## src/pkg/fpc_pkg.sv

```systemverilog
package fpc_pkg;

  // Register byte addresses on the AXI4-Lite slave.
  typedef logic [7:0]  fpc_addr_t;
  typedef logic [31:0] fpc_word_t;
  typedef logic [3:0]  fpc_strb_t;
  typedef logic [1:0]  fpc_resp_t;

  localparam fpc_addr_t ADDR_CTRL     = 8'h00;
  localparam fpc_addr_t ADDR_TEMP     = 8'h04;
  localparam fpc_addr_t ADDR_MIN      = 8'h08;
  localparam fpc_addr_t ADDR_STATUS   = 8'h0C;
  localparam fpc_addr_t ADDR_IRQ_STAT = 8'h10;
  localparam fpc_addr_t ADDR_IRQ_MASK = 8'h14;

  localparam fpc_resp_t RESP_OKAY   = 2'h0;
  localparam fpc_resp_t RESP_SLVERR = 2'h2;

  // Field positions.
  localparam int CTRL_SHDN_BIT  = 0;
  localparam int STAT_STATE_LSB = 0;
  localparam int STAT_DRIVE_BIT = 3;
  localparam int STAT_FAULT_BIT = 4;
  localparam int STAT_PIN_BIT   = 5;
  localparam int STAT_SEEN_BIT  = 6;

  // Interrupt event bits.
  localparam int IRQ_W         = 3;
  localparam int IRQ_FAULT_SET = 0;
  localparam int IRQ_FAULT_CLR = 1;
  localparam int IRQ_DIAG      = 2;

  // Timers, counted in PWM periods, and the recovery threshold, counted in sense pulses.
  localparam logic [5:0] STARTUP_PERIODS = 6'h20;
  localparam logic [5:0] MISS_PERIODS    = 6'h20;
  localparam logic [5:0] DIAG_PERIODS    = 6'h03;
  localparam logic [5:0] RECOVER_WINDOW  = 6'h20;
  localparam logic [5:0] PERIOD_STEP     = 6'h01;
  localparam logic [4:0] RECOVER_PULSES  = 5'h10;
  localparam logic [4:0] PULSE_STEP      = 5'h01;

  typedef enum logic [2:0] {
    ST_SHUT   = 3'h0,
    ST_START1 = 3'h1,
    ST_START2 = 3'h2,
    ST_RUN    = 3'h3,
    ST_DIAG   = 3'h4,
    ST_FAULT  = 3'h5
  } fpc_state_t;

endpackage

```

## src/pkg/fpc_core_if.sv

```systemverilog
`timescale 1ns/1ps
interface fpc_core_if #(
  parameter int W = 8
);
  logic [W-1:0] ramp;
  logic [W-1:0] duty;
  logic         tick;
  logic         pwm_raw;
  logic         stb;
  logic         clr;
  logic         seen;
  logic         enough;

  modport ramp_mp (input duty, output ramp, tick, pwm_raw);
  modport tach_mp (input stb, clr, output seen, enough);
  modport core_mp (input ramp, tick, pwm_raw, seen, enough,
                   output duty, stb, clr);
endinterface

```

## src/logic/fpc_top.sv

```systemverilog
// The implementer's own choices: the AXI4-Lite register port and the register addresses.
`timescale 1ns/1ps
// Behaviour
// [RQ1] Fan drive output is active high; high powers the fan.
// [RQ2] During a fan fault the drive output stays fully on.
// [RQ3] Fault and drive never latch; fan recovery returns to normal PWM.
// [RQ4] Fixed-frequency pulse train, duty adjustable from 0% to 100%.
// [RQ5] Duty command is the larger of temperature and minimum-speed levels.
// [RQ6] PWM comes from comparing the duty command with a sawtooth ramp.
// [RQ7] Duty maps linearly: low ramp limit 0%, high limit 100%.
// [RQ8] Power-up or shutdown release forces drive high for 32 periods.
// [RQ9] A sense pulse during start-up leads to normal PWM afterwards.
// [RQ10] No pulse: second start-up; still none: fault output pulled low.
// [RQ11] Minimum-speed level shares the temperature range and floors duty.
// [RQ12] 32 periods without pulse: 3-period full-on check, then start-up.
// [RQ13] At least 16 pulses in 32 periods clears the fault.
// [RQ14] Shutdown holds drive low, fault inactive; release runs start-up.
// [RQ15] Sense pulses arrive as single-cycle strobes and are counted.
// [RQ16] Levels are digital codes; ramp is a free-running counter.
module fpc_top #(
  parameter int LEVEL_W = 8 // Width of level codes and ramp.
) (
  input  wire logic          aclk,          // Clock, 10 MHz.
  input  wire logic          aresetn,       // Sync reset, active low.
  input  wire fpc_pkg::fpc_addr_t s_axi_awaddr,  // Write address.
  input  wire logic          s_axi_awvalid, // Write address valid.
  output logic               s_axi_awready, // Write address ready.
  input  wire fpc_pkg::fpc_word_t s_axi_wdata,   // Write data.
  input  wire fpc_pkg::fpc_strb_t s_axi_wstrb,   // Write byte strobes.
  input  wire logic          s_axi_wvalid,  // Write data valid.
  output logic               s_axi_wready,  // Write data ready.
  output fpc_pkg::fpc_resp_t s_axi_bresp,   // Write response.
  output logic               s_axi_bvalid,  // Write response valid.
  input  wire logic          s_axi_bready,  // Write response ready.
  input  wire fpc_pkg::fpc_addr_t s_axi_araddr,  // Read address.
  input  wire logic          s_axi_arvalid, // Read address valid.
  output logic               s_axi_arready, // Read address ready.
  output fpc_pkg::fpc_word_t s_axi_rdata,   // Read data.
  output fpc_pkg::fpc_resp_t s_axi_rresp,   // Read response.
  output logic               s_axi_rvalid,  // Read data valid.
  input  wire logic          s_axi_rready,  // Read data ready.
  input  wire logic          sense_stb,     // One-cycle fan pulse.
  output logic               fan_drive_out, // Fan drive, high is on.
  output logic               fault_o,       // Fault pin level, always 0.
  output logic               fault_oe,      // Pull fault pin low.
  input  wire logic          fault_i,       // Fault pin as seen.
  output logic               irq            // Level interrupt.
);
  import fpc_pkg::*;

  if (LEVEL_W < 2 || LEVEL_W > 16) begin : g_bad_width
    $error("LEVEL_W must lie between 2 and 16.");
  end

  fpc_core_if #(.W(LEVEL_W)) core ();

  fpc_ramp #(.W(LEVEL_W)) u_ramp (
    .aclk    (aclk),
    .aresetn (aresetn),
    .core    (core.ramp_mp)
  );

  fpc_tach u_tach (
    .aclk    (aclk),
    .aresetn (aresetn),
    .core    (core.tach_mp)
  );

  // Software-visible registers.
  logic               shdn_ff,   nxt_shdn;
  logic [LEVEL_W-1:0] temp_ff,   nxt_temp;
  logic [LEVEL_W-1:0] min_ff,    nxt_min;
  logic [IRQ_W-1:0]   istat_ff,  nxt_istat;
  logic [IRQ_W-1:0]   imask_ff,  nxt_imask;
  logic               irq_ff,    nxt_irq;
  logic [IRQ_W-1:0]   ev;
  logic [IRQ_W-1:0]   w1c;
  // Bus channel state.
  logic               awfull_ff, nxt_awfull;
  logic               wfull_ff,  nxt_wfull;
  fpc_addr_t          awaddr_ff, nxt_awaddr;
  fpc_word_t          wdata_ff,  nxt_wdata;
  fpc_strb_t          wstrb_ff,  nxt_wstrb;
  logic               bvalid_ff, nxt_bvalid;
  fpc_resp_t          bresp_ff,  nxt_bresp;
  logic               rvalid_ff, nxt_rvalid;
  fpc_word_t          rdata_ff,  nxt_rdata;
  fpc_resp_t          rresp_ff,  nxt_rresp;
  fpc_word_t          merged;
  logic               do_write;
  // Fan control state.
  fpc_state_t         state_ff,  nxt_state;
  logic [5:0]         pcnt_ff,   nxt_pcnt;
  logic               drive_ff,  nxt_drive;
  logic               fault_ff,  nxt_fault;

  // True for every mapped register address.
  function automatic logic addr_hit(input fpc_addr_t a);
    return (a == ADDR_CTRL) || (a == ADDR_TEMP) || (a == ADDR_MIN) ||
           (a == ADDR_STATUS) || (a == ADDR_IRQ_STAT) ||
           (a == ADDR_IRQ_MASK);
  endfunction

  // Read view of a register; unused bits read as zero.
  function automatic fpc_word_t reg_word(input fpc_addr_t a);
    fpc_word_t w;
    w = '0;
    case (a)
      ADDR_CTRL:     w[CTRL_SHDN_BIT] = shdn_ff;
      ADDR_TEMP:     w[LEVEL_W-1:0] = temp_ff;
      ADDR_MIN:      w[LEVEL_W-1:0] = min_ff;
      ADDR_STATUS: begin
        w[STAT_STATE_LSB +: $bits(fpc_state_t)] = state_ff;
        w[STAT_DRIVE_BIT] = drive_ff;
        w[STAT_FAULT_BIT] = fault_ff;
        w[STAT_PIN_BIT]   = fault_i;
        w[STAT_SEEN_BIT]  = core.seen;
      end
      ADDR_IRQ_STAT: w[IRQ_W-1:0] = istat_ff;
      ADDR_IRQ_MASK: w[IRQ_W-1:0] = imask_ff;
      default:       w = '0;
    endcase
    return w;
  endfunction

  // Byte-lane merge of write data over the current contents.
  function automatic fpc_word_t wr_merge(input fpc_word_t old_w,
                                         input fpc_word_t new_w,
                                         input fpc_strb_t strb);
    fpc_word_t r;
    r = old_w;
    for (int i = 0; i < 4; i++) begin
      if (strb[i]) begin
        r[i*8 +: 8] = new_w[i*8 +: 8];
      end
    end
    return r;
  endfunction

  // Address and data are held apart until both have arrived.
  assign s_axi_awready = !awfull_ff && !bvalid_ff;
  assign s_axi_wready  = !wfull_ff && !bvalid_ff;
  assign s_axi_arready = !rvalid_ff;
  assign do_write      = awfull_ff && wfull_ff && !bvalid_ff;

  // A process rather than an assign, so that a change in any register that
  // the read view shows re-evaluates the merge, not only its arguments.
  always_comb begin
    merged = wr_merge(reg_word(awaddr_ff), wdata_ff, wstrb_ff);
  end

  // Write channels, register updates and interrupt status.
  always_comb begin
    nxt_awfull = awfull_ff;
    nxt_wfull  = wfull_ff;
    nxt_awaddr = awaddr_ff;
    nxt_wdata  = wdata_ff;
    nxt_wstrb  = wstrb_ff;
    nxt_bvalid = bvalid_ff;
    nxt_bresp  = bresp_ff;
    nxt_shdn   = shdn_ff;
    nxt_temp   = temp_ff;
    nxt_min    = min_ff;
    nxt_imask  = imask_ff;
    w1c        = '0;
    if (s_axi_awvalid && s_axi_awready) begin
      nxt_awfull = 1'b1;
      nxt_awaddr = s_axi_awaddr;
    end
    if (s_axi_wvalid && s_axi_wready) begin
      nxt_wfull = 1'b1;
      nxt_wdata = s_axi_wdata;
      nxt_wstrb = s_axi_wstrb;
    end
    if (do_write) begin
      nxt_awfull = 1'b0;
      nxt_wfull  = 1'b0;
      nxt_bvalid = 1'b1;
      nxt_bresp  = addr_hit(awaddr_ff) ? RESP_OKAY : RESP_SLVERR;
      case (awaddr_ff)
        ADDR_CTRL:     nxt_shdn  = merged[CTRL_SHDN_BIT];
        ADDR_TEMP:     nxt_temp  = merged[LEVEL_W-1:0];
        ADDR_MIN:      nxt_min   = merged[LEVEL_W-1:0]; // RQ11
        ADDR_IRQ_STAT: w1c = wdata_ff[IRQ_W-1:0] & {IRQ_W{wstrb_ff[0]}};
        ADDR_IRQ_MASK: nxt_imask = merged[IRQ_W-1:0];
        default:       nxt_shdn  = shdn_ff;
      endcase
    end else if (bvalid_ff && s_axi_bready) begin
      nxt_bvalid = 1'b0;
    end
    // A new event outranks a clear arriving in the same cycle.
    nxt_istat = (istat_ff & ~w1c) | ev;
    nxt_irq   = |(nxt_istat & nxt_imask);
  end

  // Read channel: one cycle from address to data.
  always_comb begin
    nxt_rvalid = rvalid_ff;
    nxt_rdata  = rdata_ff;
    nxt_rresp  = rresp_ff;
    if (s_axi_arvalid && s_axi_arready) begin
      nxt_rvalid = 1'b1;
      nxt_rdata  = reg_word(s_axi_araddr);
      nxt_rresp  = addr_hit(s_axi_araddr) ? RESP_OKAY : RESP_SLVERR;
    end else if (rvalid_ff && s_axi_rready) begin
      nxt_rvalid = 1'b0;
    end
  end

  always_ff @(posedge aclk) begin
    if (!aresetn) begin
      awfull_ff <= 1'b0;
      wfull_ff  <= 1'b0;
      awaddr_ff <= '0;
      wdata_ff  <= '0;
      wstrb_ff  <= '0;
      bvalid_ff <= 1'b0;
      bresp_ff  <= RESP_OKAY;
      rvalid_ff <= 1'b0;
      rdata_ff  <= '0;
      rresp_ff  <= RESP_OKAY;
      shdn_ff   <= 1'b0;
      temp_ff   <= '0;
      min_ff    <= '0;
      istat_ff  <= '0;
      imask_ff  <= '0;
      irq_ff    <= 1'b0;
    end else begin
      awfull_ff <= nxt_awfull;
      wfull_ff  <= nxt_wfull;
      awaddr_ff <= nxt_awaddr;
      wdata_ff  <= nxt_wdata;
      wstrb_ff  <= nxt_wstrb;
      bvalid_ff <= nxt_bvalid;
      bresp_ff  <= nxt_bresp;
      rvalid_ff <= nxt_rvalid;
      rdata_ff  <= nxt_rdata;
      rresp_ff  <= nxt_rresp;
      shdn_ff   <= nxt_shdn;
      temp_ff   <= nxt_temp;
      min_ff    <= nxt_min;
      istat_ff  <= nxt_istat;
      imask_ff  <= nxt_imask;
      irq_ff    <= nxt_irq;
    end
  end

  // The higher level wins, so minimum speed is a floor on the duty.
  assign core.duty = (temp_ff > min_ff) ? temp_ff : min_ff; // RQ5
  assign core.stb  = sense_stb; // RQ15

  // Fan state machine; every timer advances on the ramp wrap tick.
  always_comb begin
    nxt_state = state_ff;
    nxt_pcnt  = pcnt_ff;
    core.clr  = 1'b0;
    ev        = '0;
    if (shdn_ff) begin
      nxt_state = ST_SHUT; // RQ14
      nxt_pcnt  = '0;
      core.clr  = 1'b1;
    end else begin
      case (state_ff)
        ST_SHUT: begin
          nxt_state = ST_START1; // RQ14
          core.clr  = 1'b1;
        end
        ST_START1, ST_START2: begin
          if (core.tick && pcnt_ff == STARTUP_PERIODS - PERIOD_STEP) begin
            nxt_pcnt = '0;
            core.clr = 1'b1;
            if (core.seen) begin
              nxt_state = ST_RUN; // RQ9
            end else if (state_ff == ST_START1) begin
              nxt_state = ST_START2; // RQ10
            end else begin
              nxt_state = ST_FAULT; // RQ10
              ev[IRQ_FAULT_SET] = 1'b1;
            end
          end else if (core.tick) begin
            nxt_pcnt = pcnt_ff + PERIOD_STEP; // RQ8
          end
        end
        ST_RUN: begin
          if (core.tick) begin
            core.clr = 1'b1;
            if (core.seen) begin
              nxt_pcnt = '0; // RQ12
            end else if (pcnt_ff == MISS_PERIODS - PERIOD_STEP) begin
              nxt_pcnt  = '0;
              nxt_state = ST_DIAG; // RQ12
              ev[IRQ_DIAG] = 1'b1;
            end else begin
              nxt_pcnt = pcnt_ff + PERIOD_STEP;
            end
          end
        end
        ST_DIAG: begin
          if (core.tick && core.seen) begin
            nxt_pcnt  = '0;
            nxt_state = ST_RUN;
            core.clr  = 1'b1;
          end else if (core.tick &&
                       pcnt_ff == DIAG_PERIODS - PERIOD_STEP) begin
            // A failed check gets one last start-up period.
            nxt_pcnt  = '0;
            nxt_state = ST_START2; // RQ12
            core.clr  = 1'b1;
          end else if (core.tick) begin
            nxt_pcnt = pcnt_ff + PERIOD_STEP;
          end
        end
        ST_FAULT: begin
          if (core.tick && pcnt_ff == RECOVER_WINDOW - PERIOD_STEP) begin
            nxt_pcnt = '0;
            core.clr = 1'b1;
            if (core.enough) begin
              nxt_state = ST_RUN; // RQ13
              ev[IRQ_FAULT_CLR] = 1'b1;
            end
          end else if (core.tick) begin
            nxt_pcnt = pcnt_ff + PERIOD_STEP;
          end
        end
        default: begin
          nxt_state = ST_SHUT;
          nxt_pcnt  = '0;
        end
      endcase
    end
    // Outputs track the next state so they align with state_ff.
    case (nxt_state)
      ST_SHUT: nxt_drive = 1'b0; // RQ14
      ST_RUN:  nxt_drive = core.pwm_raw; // RQ6
      default: nxt_drive = 1'b1; // RQ2
    endcase
    nxt_fault = (nxt_state == ST_FAULT); // RQ3
  end

  always_ff @(posedge aclk) begin
    if (!aresetn) begin
      state_ff <= ST_START1;
      pcnt_ff  <= '0;
      drive_ff <= 1'b1;
      fault_ff <= 1'b0;
    end else begin
      state_ff <= nxt_state;
      pcnt_ff  <= nxt_pcnt;
      drive_ff <= nxt_drive;
      fault_ff <= nxt_fault;
    end
  end

  assign fan_drive_out = drive_ff; // RQ1
  assign fault_o       = 1'b0;
  assign fault_oe      = fault_ff;
  assign irq           = irq_ff;
  assign s_axi_bvalid  = bvalid_ff;
  assign s_axi_bresp   = bresp_ff;
  assign s_axi_rvalid  = rvalid_ff;
  assign s_axi_rdata   = rdata_ff;
  assign s_axi_rresp   = rresp_ff;

  a_shut_quiet: assert property (@(posedge aclk) disable iff (!aresetn) // RQ14
    (state_ff == ST_SHUT) |-> (!fan_drive_out && !fault_oe))
    else $error("Shutdown left drive or fault active.");
  a_shdn_enter: assert property (@(posedge aclk) disable iff (!aresetn) // RQ14
    shdn_ff |=> (state_ff == ST_SHUT))
    else $error("Shutdown request was not obeyed.");
  a_fault_full_on: assert property (@(posedge aclk) // RQ2
    disable iff (!aresetn)
    (state_ff == ST_FAULT) |-> (fan_drive_out && fault_oe))
    else $error("Fault state without full drive and fault pin.");
  a_start_full_on: assert property (@(posedge aclk) // RQ8
    disable iff (!aresetn)
    (state_ff inside {ST_START1, ST_START2, ST_DIAG}) |-> fan_drive_out)
    else $error("Start-up or check period without full drive.");
  a_run_pwm_tie: assert property (@(posedge aclk) disable iff (!aresetn) // RQ6
    (state_ff == ST_RUN) |-> (fan_drive_out == $past(core.pwm_raw)))
    else $error("Run drive does not follow the ramp compare.");
  a_duty_floor: assert property (@(posedge aclk) disable iff (!aresetn) // RQ5
    (state_ff == ST_RUN && $past(core.ramp) < $past(min_ff))
    |-> fan_drive_out)
    else $error("Drive fell below the minimum-speed floor.");
  a_start_retry: assert property (@(posedge aclk) // RQ10
    disable iff (!aresetn)
    (state_ff == ST_START1 && core.tick && !core.seen && !shdn_ff &&
     pcnt_ff == STARTUP_PERIODS - PERIOD_STEP)
    |=> (state_ff == ST_START2))
    else $error("Failed first start-up did not retry.");
  a_start_fail: assert property (@(posedge aclk) disable iff (!aresetn) // RQ10
    (state_ff == ST_START2 && core.tick && !core.seen && !shdn_ff &&
     pcnt_ff == STARTUP_PERIODS - PERIOD_STEP)
    |=> (fault_oe ##1 fault_oe))
    else $error("Second failed start-up did not raise the fault.");
  a_start_pass: assert property (@(posedge aclk) disable iff (!aresetn) // RQ9
    (state_ff inside {ST_START1, ST_START2} && core.tick && core.seen &&
     !shdn_ff && pcnt_ff == STARTUP_PERIODS - PERIOD_STEP)
    |=> (state_ff == ST_RUN))
    else $error("Start-up with pulses did not enter normal PWM.");
  a_miss_diag: assert property (@(posedge aclk) disable iff (!aresetn) // RQ12
    (state_ff == ST_RUN && core.tick && !core.seen && !shdn_ff &&
     pcnt_ff == MISS_PERIODS - PERIOD_STEP)
    |=> (state_ff == ST_DIAG))
    else $error("Missing pulses did not start the check period.");
  a_fault_exit: assert property (@(posedge aclk) disable iff (!aresetn) // RQ13
    (state_ff == ST_FAULT && core.tick && core.enough && !shdn_ff &&
     pcnt_ff == RECOVER_WINDOW - PERIOD_STEP)
    |=> (state_ff == ST_RUN && !fault_oe))
    else $error("Recovered fan did not release the fault.");
endmodule

```

## src/logic/fpc_ramp.sv

```systemverilog
`timescale 1ns/1ps
module fpc_ramp #(
  parameter int W = 8 // Ramp and duty width.
) (
  input wire logic aclk,    // Clock.
  input wire logic aresetn, // Synchronous reset, active low.
  fpc_core_if.ramp_mp core  // Ramp, tick and comparator.
);
  import fpc_pkg::*;

  logic [W-1:0] ramp_ff;
  logic [W-1:0] nxt_ramp;

  // The ramp wraps from all ones to zero once per PWM period.
  always_comb begin
    nxt_ramp = ramp_ff + {{(W-1){1'b0}}, 1'b1}; // RQ16
  end

  always_ff @(posedge aclk) begin
    if (!aresetn) begin
      ramp_ff <= '0;
    end else begin
      ramp_ff <= nxt_ramp;
    end
  end

  // Full-scale code must give a solid high, so it bypasses the compare.
  assign core.ramp    = ramp_ff;
  assign core.tick    = (ramp_ff == '1);
  assign core.pwm_raw = (core.duty == '1) || (ramp_ff < core.duty); // RQ7

  a_ramp_wrap: assert property (@(posedge aclk) disable iff (!aresetn) // RQ6
    core.tick |=> (ramp_ff == '0))
    else $error("Ramp did not wrap after its top.");
  a_zero_duty: assert property (@(posedge aclk) disable iff (!aresetn) // RQ4
    (core.duty == '0) |-> !core.pwm_raw)
    else $error("Zero duty gave a high pulse.");
endmodule

```

## src/logic/fpc_tach.sv

```systemverilog
`timescale 1ns/1ps
module fpc_tach (
  input wire logic aclk,    // Clock.
  input wire logic aresetn, // Synchronous reset, active low.
  fpc_core_if.tach_mp core  // Strobe in, pulse summary out.
);
  import fpc_pkg::*;

  logic       seen_ff;
  logic       nxt_seen;
  logic [4:0] cnt_ff;
  logic [4:0] nxt_cnt;

  // A strobe in the clear cycle was already used by the decision,
  // so the clear wins here to avoid counting it in two windows.
  always_comb begin
    nxt_seen = seen_ff | core.stb; // RQ15
    nxt_cnt  = cnt_ff;
    if (core.stb && (cnt_ff != RECOVER_PULSES)) begin
      nxt_cnt = cnt_ff + PULSE_STEP;
    end
    if (core.clr) begin
      nxt_seen = 1'b0;
      nxt_cnt  = '0;
    end
  end

  always_ff @(posedge aclk) begin
    if (!aresetn) begin
      seen_ff <= 1'b0;
      cnt_ff  <= '0;
    end else begin
      seen_ff <= nxt_seen;
      cnt_ff  <= nxt_cnt;
    end
  end

  assign core.seen   = seen_ff | core.stb;
  assign core.enough = (cnt_ff == RECOVER_PULSES) ||
                       (core.stb && (cnt_ff == RECOVER_PULSES - PULSE_STEP));

  a_seen_sticky: assert property (@(posedge aclk) // RQ15
    disable iff (!aresetn)
    (core.stb && !core.clr) |=> core.seen)
    else $error("Sense strobe was not held as seen.");
endmodule

```

## config.mk

```make
export PLATFORM = sky130hd
export DESIGN_NAME = fpc_top
export DESIGN_NICKNAME = d
export VERILOG_FILES = /design/src/pkg/fpc_pkg.sv /design/src/pkg/fpc_core_if.sv /design/src/logic/fpc_top.sv /design/src/logic/fpc_ramp.sv /design/src/logic/fpc_tach.sv
export SDC_FILE = /design/constraint.sdc
export NUM_CORES = 1
export LEC_CHECK = 0
export BUFFER_PORTS_ARGS = -buffer_cell sky130_fd_sc_hd__clkbuf_2
export CORE_ASPECT_RATIO = 0.6
export CORE_UTILIZATION = 40
export CTS_BUF_LIST = sky130_fd_sc_hd__clkbuf_4
export CTS_CLUSTER_DIAMETER = 100
export DETAILED_ROUTE_END_ITERATION = 6
export SYNTH_ARGS = -nofsm -noshare
export SYNTH_HDL_FRONTEND = slang
export SYNTH_SLANG_ARGS = --single-unit
```

## constraint.sdc

```tcl
create_clock -name aclk -period 9.88 [get_ports aclk]
set_input_delay 0.988 -clock aclk [delete_from_list [all_inputs] [get_ports aclk]]
set_output_delay 0.988 -clock aclk [all_outputs]
set_load 0.02 [all_outputs]
```

==> impl_metrics.csv, run 1 <==
group,metric,value,unit
logic_synthesis,synth_top_area_share,33.8,%
worst_setup_path,crit_slowest_cell,"nor4_1",
grt,grt_antenna_before_repair,0,
logic_synthesis,yosys.area.top_type,"dfxtp_1",
timing,fin_skew,0.0155,ns
status,outcome,"completed",
finish,nFillCells,1178,
drt,routed_wl,11700,µm
place,dp_hpwl,8760,µm
clock_tree,cts.sinks,80,
finish,diodes,0,
worst_setup_path,end_kind,"flop",
clock_tree,tritoncts,"built",
floorplanning,dieWidth,143,µm
drt,vias,4241,
worst_setup_path,path_buf_inv,2,
drt,drt_pre_antenna_iters,6,
drt,avgRoutedWirePerCell,14.7,µm
worst_setup_path,path_class,"flop to flop",
job,drv_cap,0,
floorplanning,coreArea,11400,µm²
grt,grt_max_degree,67,
place,io_buffers,51,
clock_tree,insertion_delay,0.45,ns
grt,grt_usage,20.1,%
logic_synthesis,synth.top_cells.by_count,"nand2_1, dfxtp_1, nor2_1, o21ai_0, buf_4",
worst_setup_path,path_cells,"inv_1 -> ha_1 -> nand4_1 -> or2_2 -> o21ai_0 -> buf_4 -> mux2i_1 -> ha_1 -> a21oi_1 -> o21ai_0 -> nor4_1 -> nand2_1 -> mux2_2 -> nand4b_1 -> a21o_1",
logic_synthesis,yosys_most_used_dff,"dfxtp_1",
place,pre_cts_ws,6.22,ns
worst_setup_path,required,10.26,ns
timing,final-hold-violation-count,0,
drt,drtIter0Drc,267,
clock_tree,cts_buffers,9,
floorplanning,pin_count,106,
clock_tree,cts_root_buf,"clkbuf_4",
floorplanning,start_util,41.5,%
logic_synthesis,synthMostInstantiatedCell,"nand2_1",
logic_synthesis,syn_area,4740,µm²
timing,period_minus_slack,3.79,ns
timing,fmax,264,MHz
pwr,vdd_drop_max,0.0600,mV
timing,timing.slew.headroom,28.4,%
logic_synthesis,ys_ff_latch,80,
worst_setup_path,critical-path-max-stage-delay,0.48,ns
logic_synthesis,syn_inst,594,
finish,nNetsFinal,712,
clock_tree,post-cts-setup-buffers,0,
timing,timing.final.crit_share,38.4,%
logic_synthesis,ys_warn_count,0,
grt,grt_pass1_vias,3873,
logic_synthesis,synth-edff-count,0,
drt,postRouteAntennaNets,0,
finish,drive_gt1_share,13.5,%
grt,globalRouteOverflowTotal,0,
logic_synthesis,synth.distinct_cells,57,
logic_synthesis,yosysSeqAreaShare,33.8,%
logic_synthesis,syn_avg_cell_area,7.98,µm²
drt,drc,0,
clock_tree,post_cts_resized,0,
worst_setup_path,critPathMaxFanout,10,
clock_tree,clk_pin_slew_worst_paths,0.13,ns
floorplanning,rows,30,
worst_setup_path,rrSetupSlack,6.09,ns
worst_setup_path,worstSetupStartpointType,"flop",
worst_setup_path,crit_family,"simple AND/OR/NAND/NOR gates",
timing,grt_setup_unrepaired,"no",
pwr,p_leak,2.25,nW
timing,slew_viol_final,0,
floorplanning,die_area,12300,µm²
logic_synthesis,synthArstFlopShare,0,%
worst_hold_path,min_path_type,"flop to flop",
finish,area_delta_synth_final,8.87,%
clock_tree,clk_path_buf_depth,2,
floorplanning,die_h,86.3,µm
drt,via_per_inst,5.33,
timing,finalWorstSetupSlack,6.09,ns
clock_tree,hold_buffers,0,
pwr,cellPowerDensity,127,nW/µm²
timing,setup-violations-final,0,
timing,tns,0,ns
logic_synthesis,yosys-top-cells-area,"dfxtp_1, nand2_1, ha_1, buf_4, o21ai_0",
timing,max_slew.worst_pin.slew,1.07,ns
worst_setup_path,cp.arrival,4.17,ns
clock_tree,htreeDepth,3,
place,globalplace.congestion,0.863,
grt,grt_pass1_wl,19300,µm
-- placed cells by master, fill, tap and decap left out, drive strengths merged, types with 11 or more instances in the layout --
master | Yosys | layout
ha | 21 | 21
nand2 | 91 | 91
a21oi | 26 | 26
nor2 | 44 | 44
clkbuf | 26 | 60
nor2b | 16 | 16
a22oi | 13 | 13
a21boi | 23 | 23
dfxtp | 80 | 80
o21ai | 39 | 39
nand3 | 18 | 18
and2 | 18 | 18
mux2i | 17 | 17
nand4 | 11 | 11
inv | 19 | 19
conb | 1 | 27
-- through the flow --
step	cells	utilization (%)	power (W)	instance area, µm²	hold WS [ns]
2_1_floorplan	620	-	0.000423	4840	0.437
3_3_place_gp	779	43.9	0.000439	5010	0.456
3_5_place_dp	779	43.9	0.000441	5010	0.462
4_1_cts	795	45.2	0.000659	5160	0.480
5_1_grt	795	45.2	0.000684	5160	0.504
6_report	795	45.2	0.000653	5160	0.477
-- routing by layer --
| layer | wire length [µm] | global-route usage [%] |
|---|---|---|
| met3 | 760 | 4.36 |
| met5 | 0 | 0 |
| met2 | 4690 | 27.9 |
| met4 | 97 | 5.96 |
| met1 | 6140 | 30.5 |
-- sequential cells by signal, summed over array words and instances (netlist names), 3 cells and up --
| signal | count |
|---|---|
| min_ff | 8 |
| awaddr_ff | 8 |
| temp_ff | 8 |
| istat_ff | 3 |
| imask_ff | 3 |
| wdata_ff | 8 |
| s_axi_rdata | 8 |
| u_tach.cnt_ff | 5 |
| state_ff | 3 |
| u_ramp.core.ramp | 8 |
| pcnt_ff | 6 |
-- power breakdown --
| group | internal [W] | leakage, nW | switching, W |
|---|---|---|---|
| Combinational | 0.0000311 | 1.52 | 0.0000548 |
| Clock | 0.000100 | 0.0831 | 0.000119 |
| Sequential | 0.000335 | 0.651 | 0.0000136 |
-- path summary, 6_finish.rpt --
kind,startpoint,to,cells past startpoint
setup reg to reg,min_ff[7],fan_drive_out,15
hold reg to reg,wdata_ff[7],wdata_ff[7],2
hold / removal,wdata_ff[7],wdata_ff[7],2
setup / recovery,min_ff[7],fan_drive_out,15
-- logic make-up after synthesis --
| group | count (synthesis) | synth area share (%) |
|---|---|---|
| and+or+nand+nor | 246 | 25.9 |
| buffers and inverters | 74 | 8.03 |
| muxes | 23 | 5.25 |
| AOI/OAI and AO/OA | 140 | 19.7 |
| DFF | 80 | 33.8 |
| other | 1 | 0.0791 |
| xor gates and xnor gates | 9 | 1.66 |
| adders and majority gates | 21 | 5.54 |
-- cell type report --
cell class / count / area, µm² / area share (%)
Clock buffer: 9 / 67.6 / 1.31
Inverter: 19 / 71.3 / 1.38
Multi-Input combinational cell: 466 / 2860 / 55.3
Timing Repair Buffer: 54 / 278 / 5.38
Sequential cell: 80 / 1600 / 31.0
Tap cell: 160 / 200 / 3.88
Clock inverter: 7 / 86.3 / 1.67
-- worst reg2reg max path, delay by kind of cell, from the launching register on --
kind,cells,cell delay [ns]
muxes,2,0.65
DFF,1,0.47
and+or+nand+nor,5,1.08
AOI/OAI and AO/OA,4,0.54
buffers and inverters,2,0.32
adders and majority gates,2,0.65
No activity file was read; power rests on OpenSTA's default activity.
==> run 2, diff against run 1 <==
- clock period: 9.88 -> 3.8 ns (I/O delays scaled with it)
==> impl_metrics.csv, run 2 (synthesis gave the netlist of run 1 again) <==
group,metric,value,unit
clock_tree,insertion_delay,0.44,ns
timing,timing.final.crit_share,86.9,%
drt,highest_layer,"met4",
clock_tree,clk_pin_slew_worst_paths,0.12,ns
clock_tree,cts.sinks,80,
worst_hold_path,min_from,"s_axi_wdata[3]",
floorplanning,pin_count,106,
place,dp_hpwl,8680,µm
drt,via_per_inst,5.28,
pwr,power.internal,0.00122,W
pwr,cellPowerDensity,327,nW/µm²
finish,drive_gt1_share,13.4,%
floorplanning,dieWidth,143,µm
clock_tree,tritoncts,"built",
drt,vias,4196,
timing,period_minus_slack,3.30,ns
drt,wl_met1,6210,µm
finish,layout_common_cells,"nand2_1, dfxtp_1, clkbuf_2, nor2_1, o21ai_0",
finish,nFillCells,1161,
finish,diodes,0,
worst_setup_path,path_cells,"inv_1 -> ha_1 -> nor2b_1 -> o211ai_1 -> a21oi_1 -> o21ai_0 -> buf_4 -> mux2i_1 -> ha_1 -> a21oi_1 -> o21ai_0 -> nor4_1 -> nand2_1 -> mux2_2 -> nand4b_1 -> a21o_1",
worst_setup_path,path_buf_inv,2,
timing,final-hold-violation-count,0,
pwr,vdd_drop_max,0.152,mV
grt,grt_antenna_before_repair,0,
clock_tree,hold_buffers,0,
finish,final_common_cell,"nand2_1",
floorplanning,rows,30,
timing,fmax,303,MHz
place,globalplace.congestion,0.850,
clock_tree,clk_path_buf_depth,2,
timing,fin_skew,0.0151,ns
drt,drt_pre_antenna_iters,5,
floorplanning,coreArea,11400,µm²
place,placed_cell_area,5010,µm²
worst_setup_path,rrSetupSlack,0.50,ns
grt,grt_max_degree,66,
place,io_buffers,51,
worst_setup_path,path_class,"flop to flop",
pwr,total_power,0.00169,W
grt,grt_pass1_vias,3853,
timing,setup-violations-final,0,
floorplanning,die_h,86.3,µm
drt,wl_met3,638,µm
grt,globalRouteOverflowTotal,0,
worst_setup_path,crit-reg2reg-launch,"min_ff[1]",
drt,drc,0,
drt,postRouteAntennaNets,0,
drt,routed_wl,11700,µm
clock_tree,htreeDepth,3,
worst_hold_path,min_path_type,"primary input to flop",
timing,grt_setup_unrepaired,"no",
worst_setup_path,worstSetupStartpointType,"flop",
clock_tree,post_cts_resized,0,
worst_setup_path,cp.arrival,3.69,ns
clock_tree,cts_buffers,9,
finish,final_area,5160,µm²
worst_setup_path,crit_family,"compound AO/OA/AOI/OAI gates",
grt,grt_pass1_wl,19300,µm
worst_setup_path,end_kind,"flop",
timing,timing.slew.headroom,24.3,%
worst_setup_path,crit_slowest_cell,"dfxtp_1",
grt,grt_usage,20.1,%
clock_tree,cts_root_buf,"clkbuf_4",
pwr,comb_power_share,13.3,%
finish,nNetsFinal,713,
finish,area_delta_synth_final,8.90,%
worst_setup_path,critPathMaxFanout,10,
timing,slew_viol_final,0,
pwr,clock_power_share,33.1,%
floorplanning,die_area,12300,µm²
status,outcome,"completed",
worst_setup_path,cp-startpoint,"min_ff[1]",
floorplanning,start_util,41.5,%
timing,tns,0,ns
drt,drtIter0Drc,373,
pwr,p_leak,2.26,nW
drt,avgRoutedWirePerCell,14.7,µm
timing,whs,0.156,ns
drt,wl_met2,4740,µm
clock_tree,post-cts-setup-buffers,0,
pwr,p_switching,0.000470,W
worst_setup_path,critical-path-max-stage-delay,0.40,ns
worst_setup_path,required,4.19,ns
pwr,swShare,27.9,%
job,drv_cap,0,
timing,max_slew.worst_pin.slew,1.13,ns
finish,post-route-util,45.2,%
pwr,seq_power_share,53.7,%
[run 2: routing by layer]
metal  global-route usage, %  up-vias
met4                    4.89        0
met3                    4.86        9
met1                    29.7     1957
li1                        -     2099
met5                       0        -
met2                    28.8      131
[run 2: final timing paths]
check | end | cells past startpoint
setup / recovery | fan_drive_out | 16
hold / removal | wdata_ff[3] | 3
setup reg to reg | fan_drive_out | 16
hold reg to reg | awaddr_ff[6] | 2
[run 2: area by class of cell]
class	instances	area, µm²	area share (%)
clock buffer	10	75.1	1.45
clock inverter	5	72.6	1.41
inverter	19	71.3	1.38
multi-input combinational	466	2860	55.3
sequential	80	1600	31.0
tap	160	200	3.88
timing repair buffer	55	285	5.53
[run 2: worst reg2reg max path, delay by kind of cell, from the launching register on]
family | cells | cell delay [ns]
AO/OA/AOI/OAI | 6 | 0.77
multiplexers | 2 | 0.49
AND/OR/NAND/NOR | 4 | 0.69
adder cells (fa/ha/maj) | 2 | 0.56
buffers and inverters | 2 | 0.35
flip-flops | 1 | 0.40
[run 2: metrics by stage]
stage | instances | setup slack, ns
CTS | 795 | 0.503
floorplan | 620 | 0.676
global placement | 780 | 0.618
detailed placement | 780 | 0.545
global route | 795 | 0.132
finish | 795 | 0.499
[run 2: power by group through the flow]
| stage | clock network (W) | logic (W) | registers, W |
|---|---|---|---|
| 2_1_floorplan | 0 | 0.000183 | 0.000917 |
| 3_3_place_gp | 0 | 0.000219 | 0.000922 |
| 3_5_place_dp | 0 | 0.000223 | 0.000924 |
| 4_1_cts | 0.000576 | 0.000224 | 0.000905 |
| 5_1_grt | 0.000613 | 0.000252 | 0.000911 |
| 6_report | 0.000558 | 0.000224 | 0.000906 |
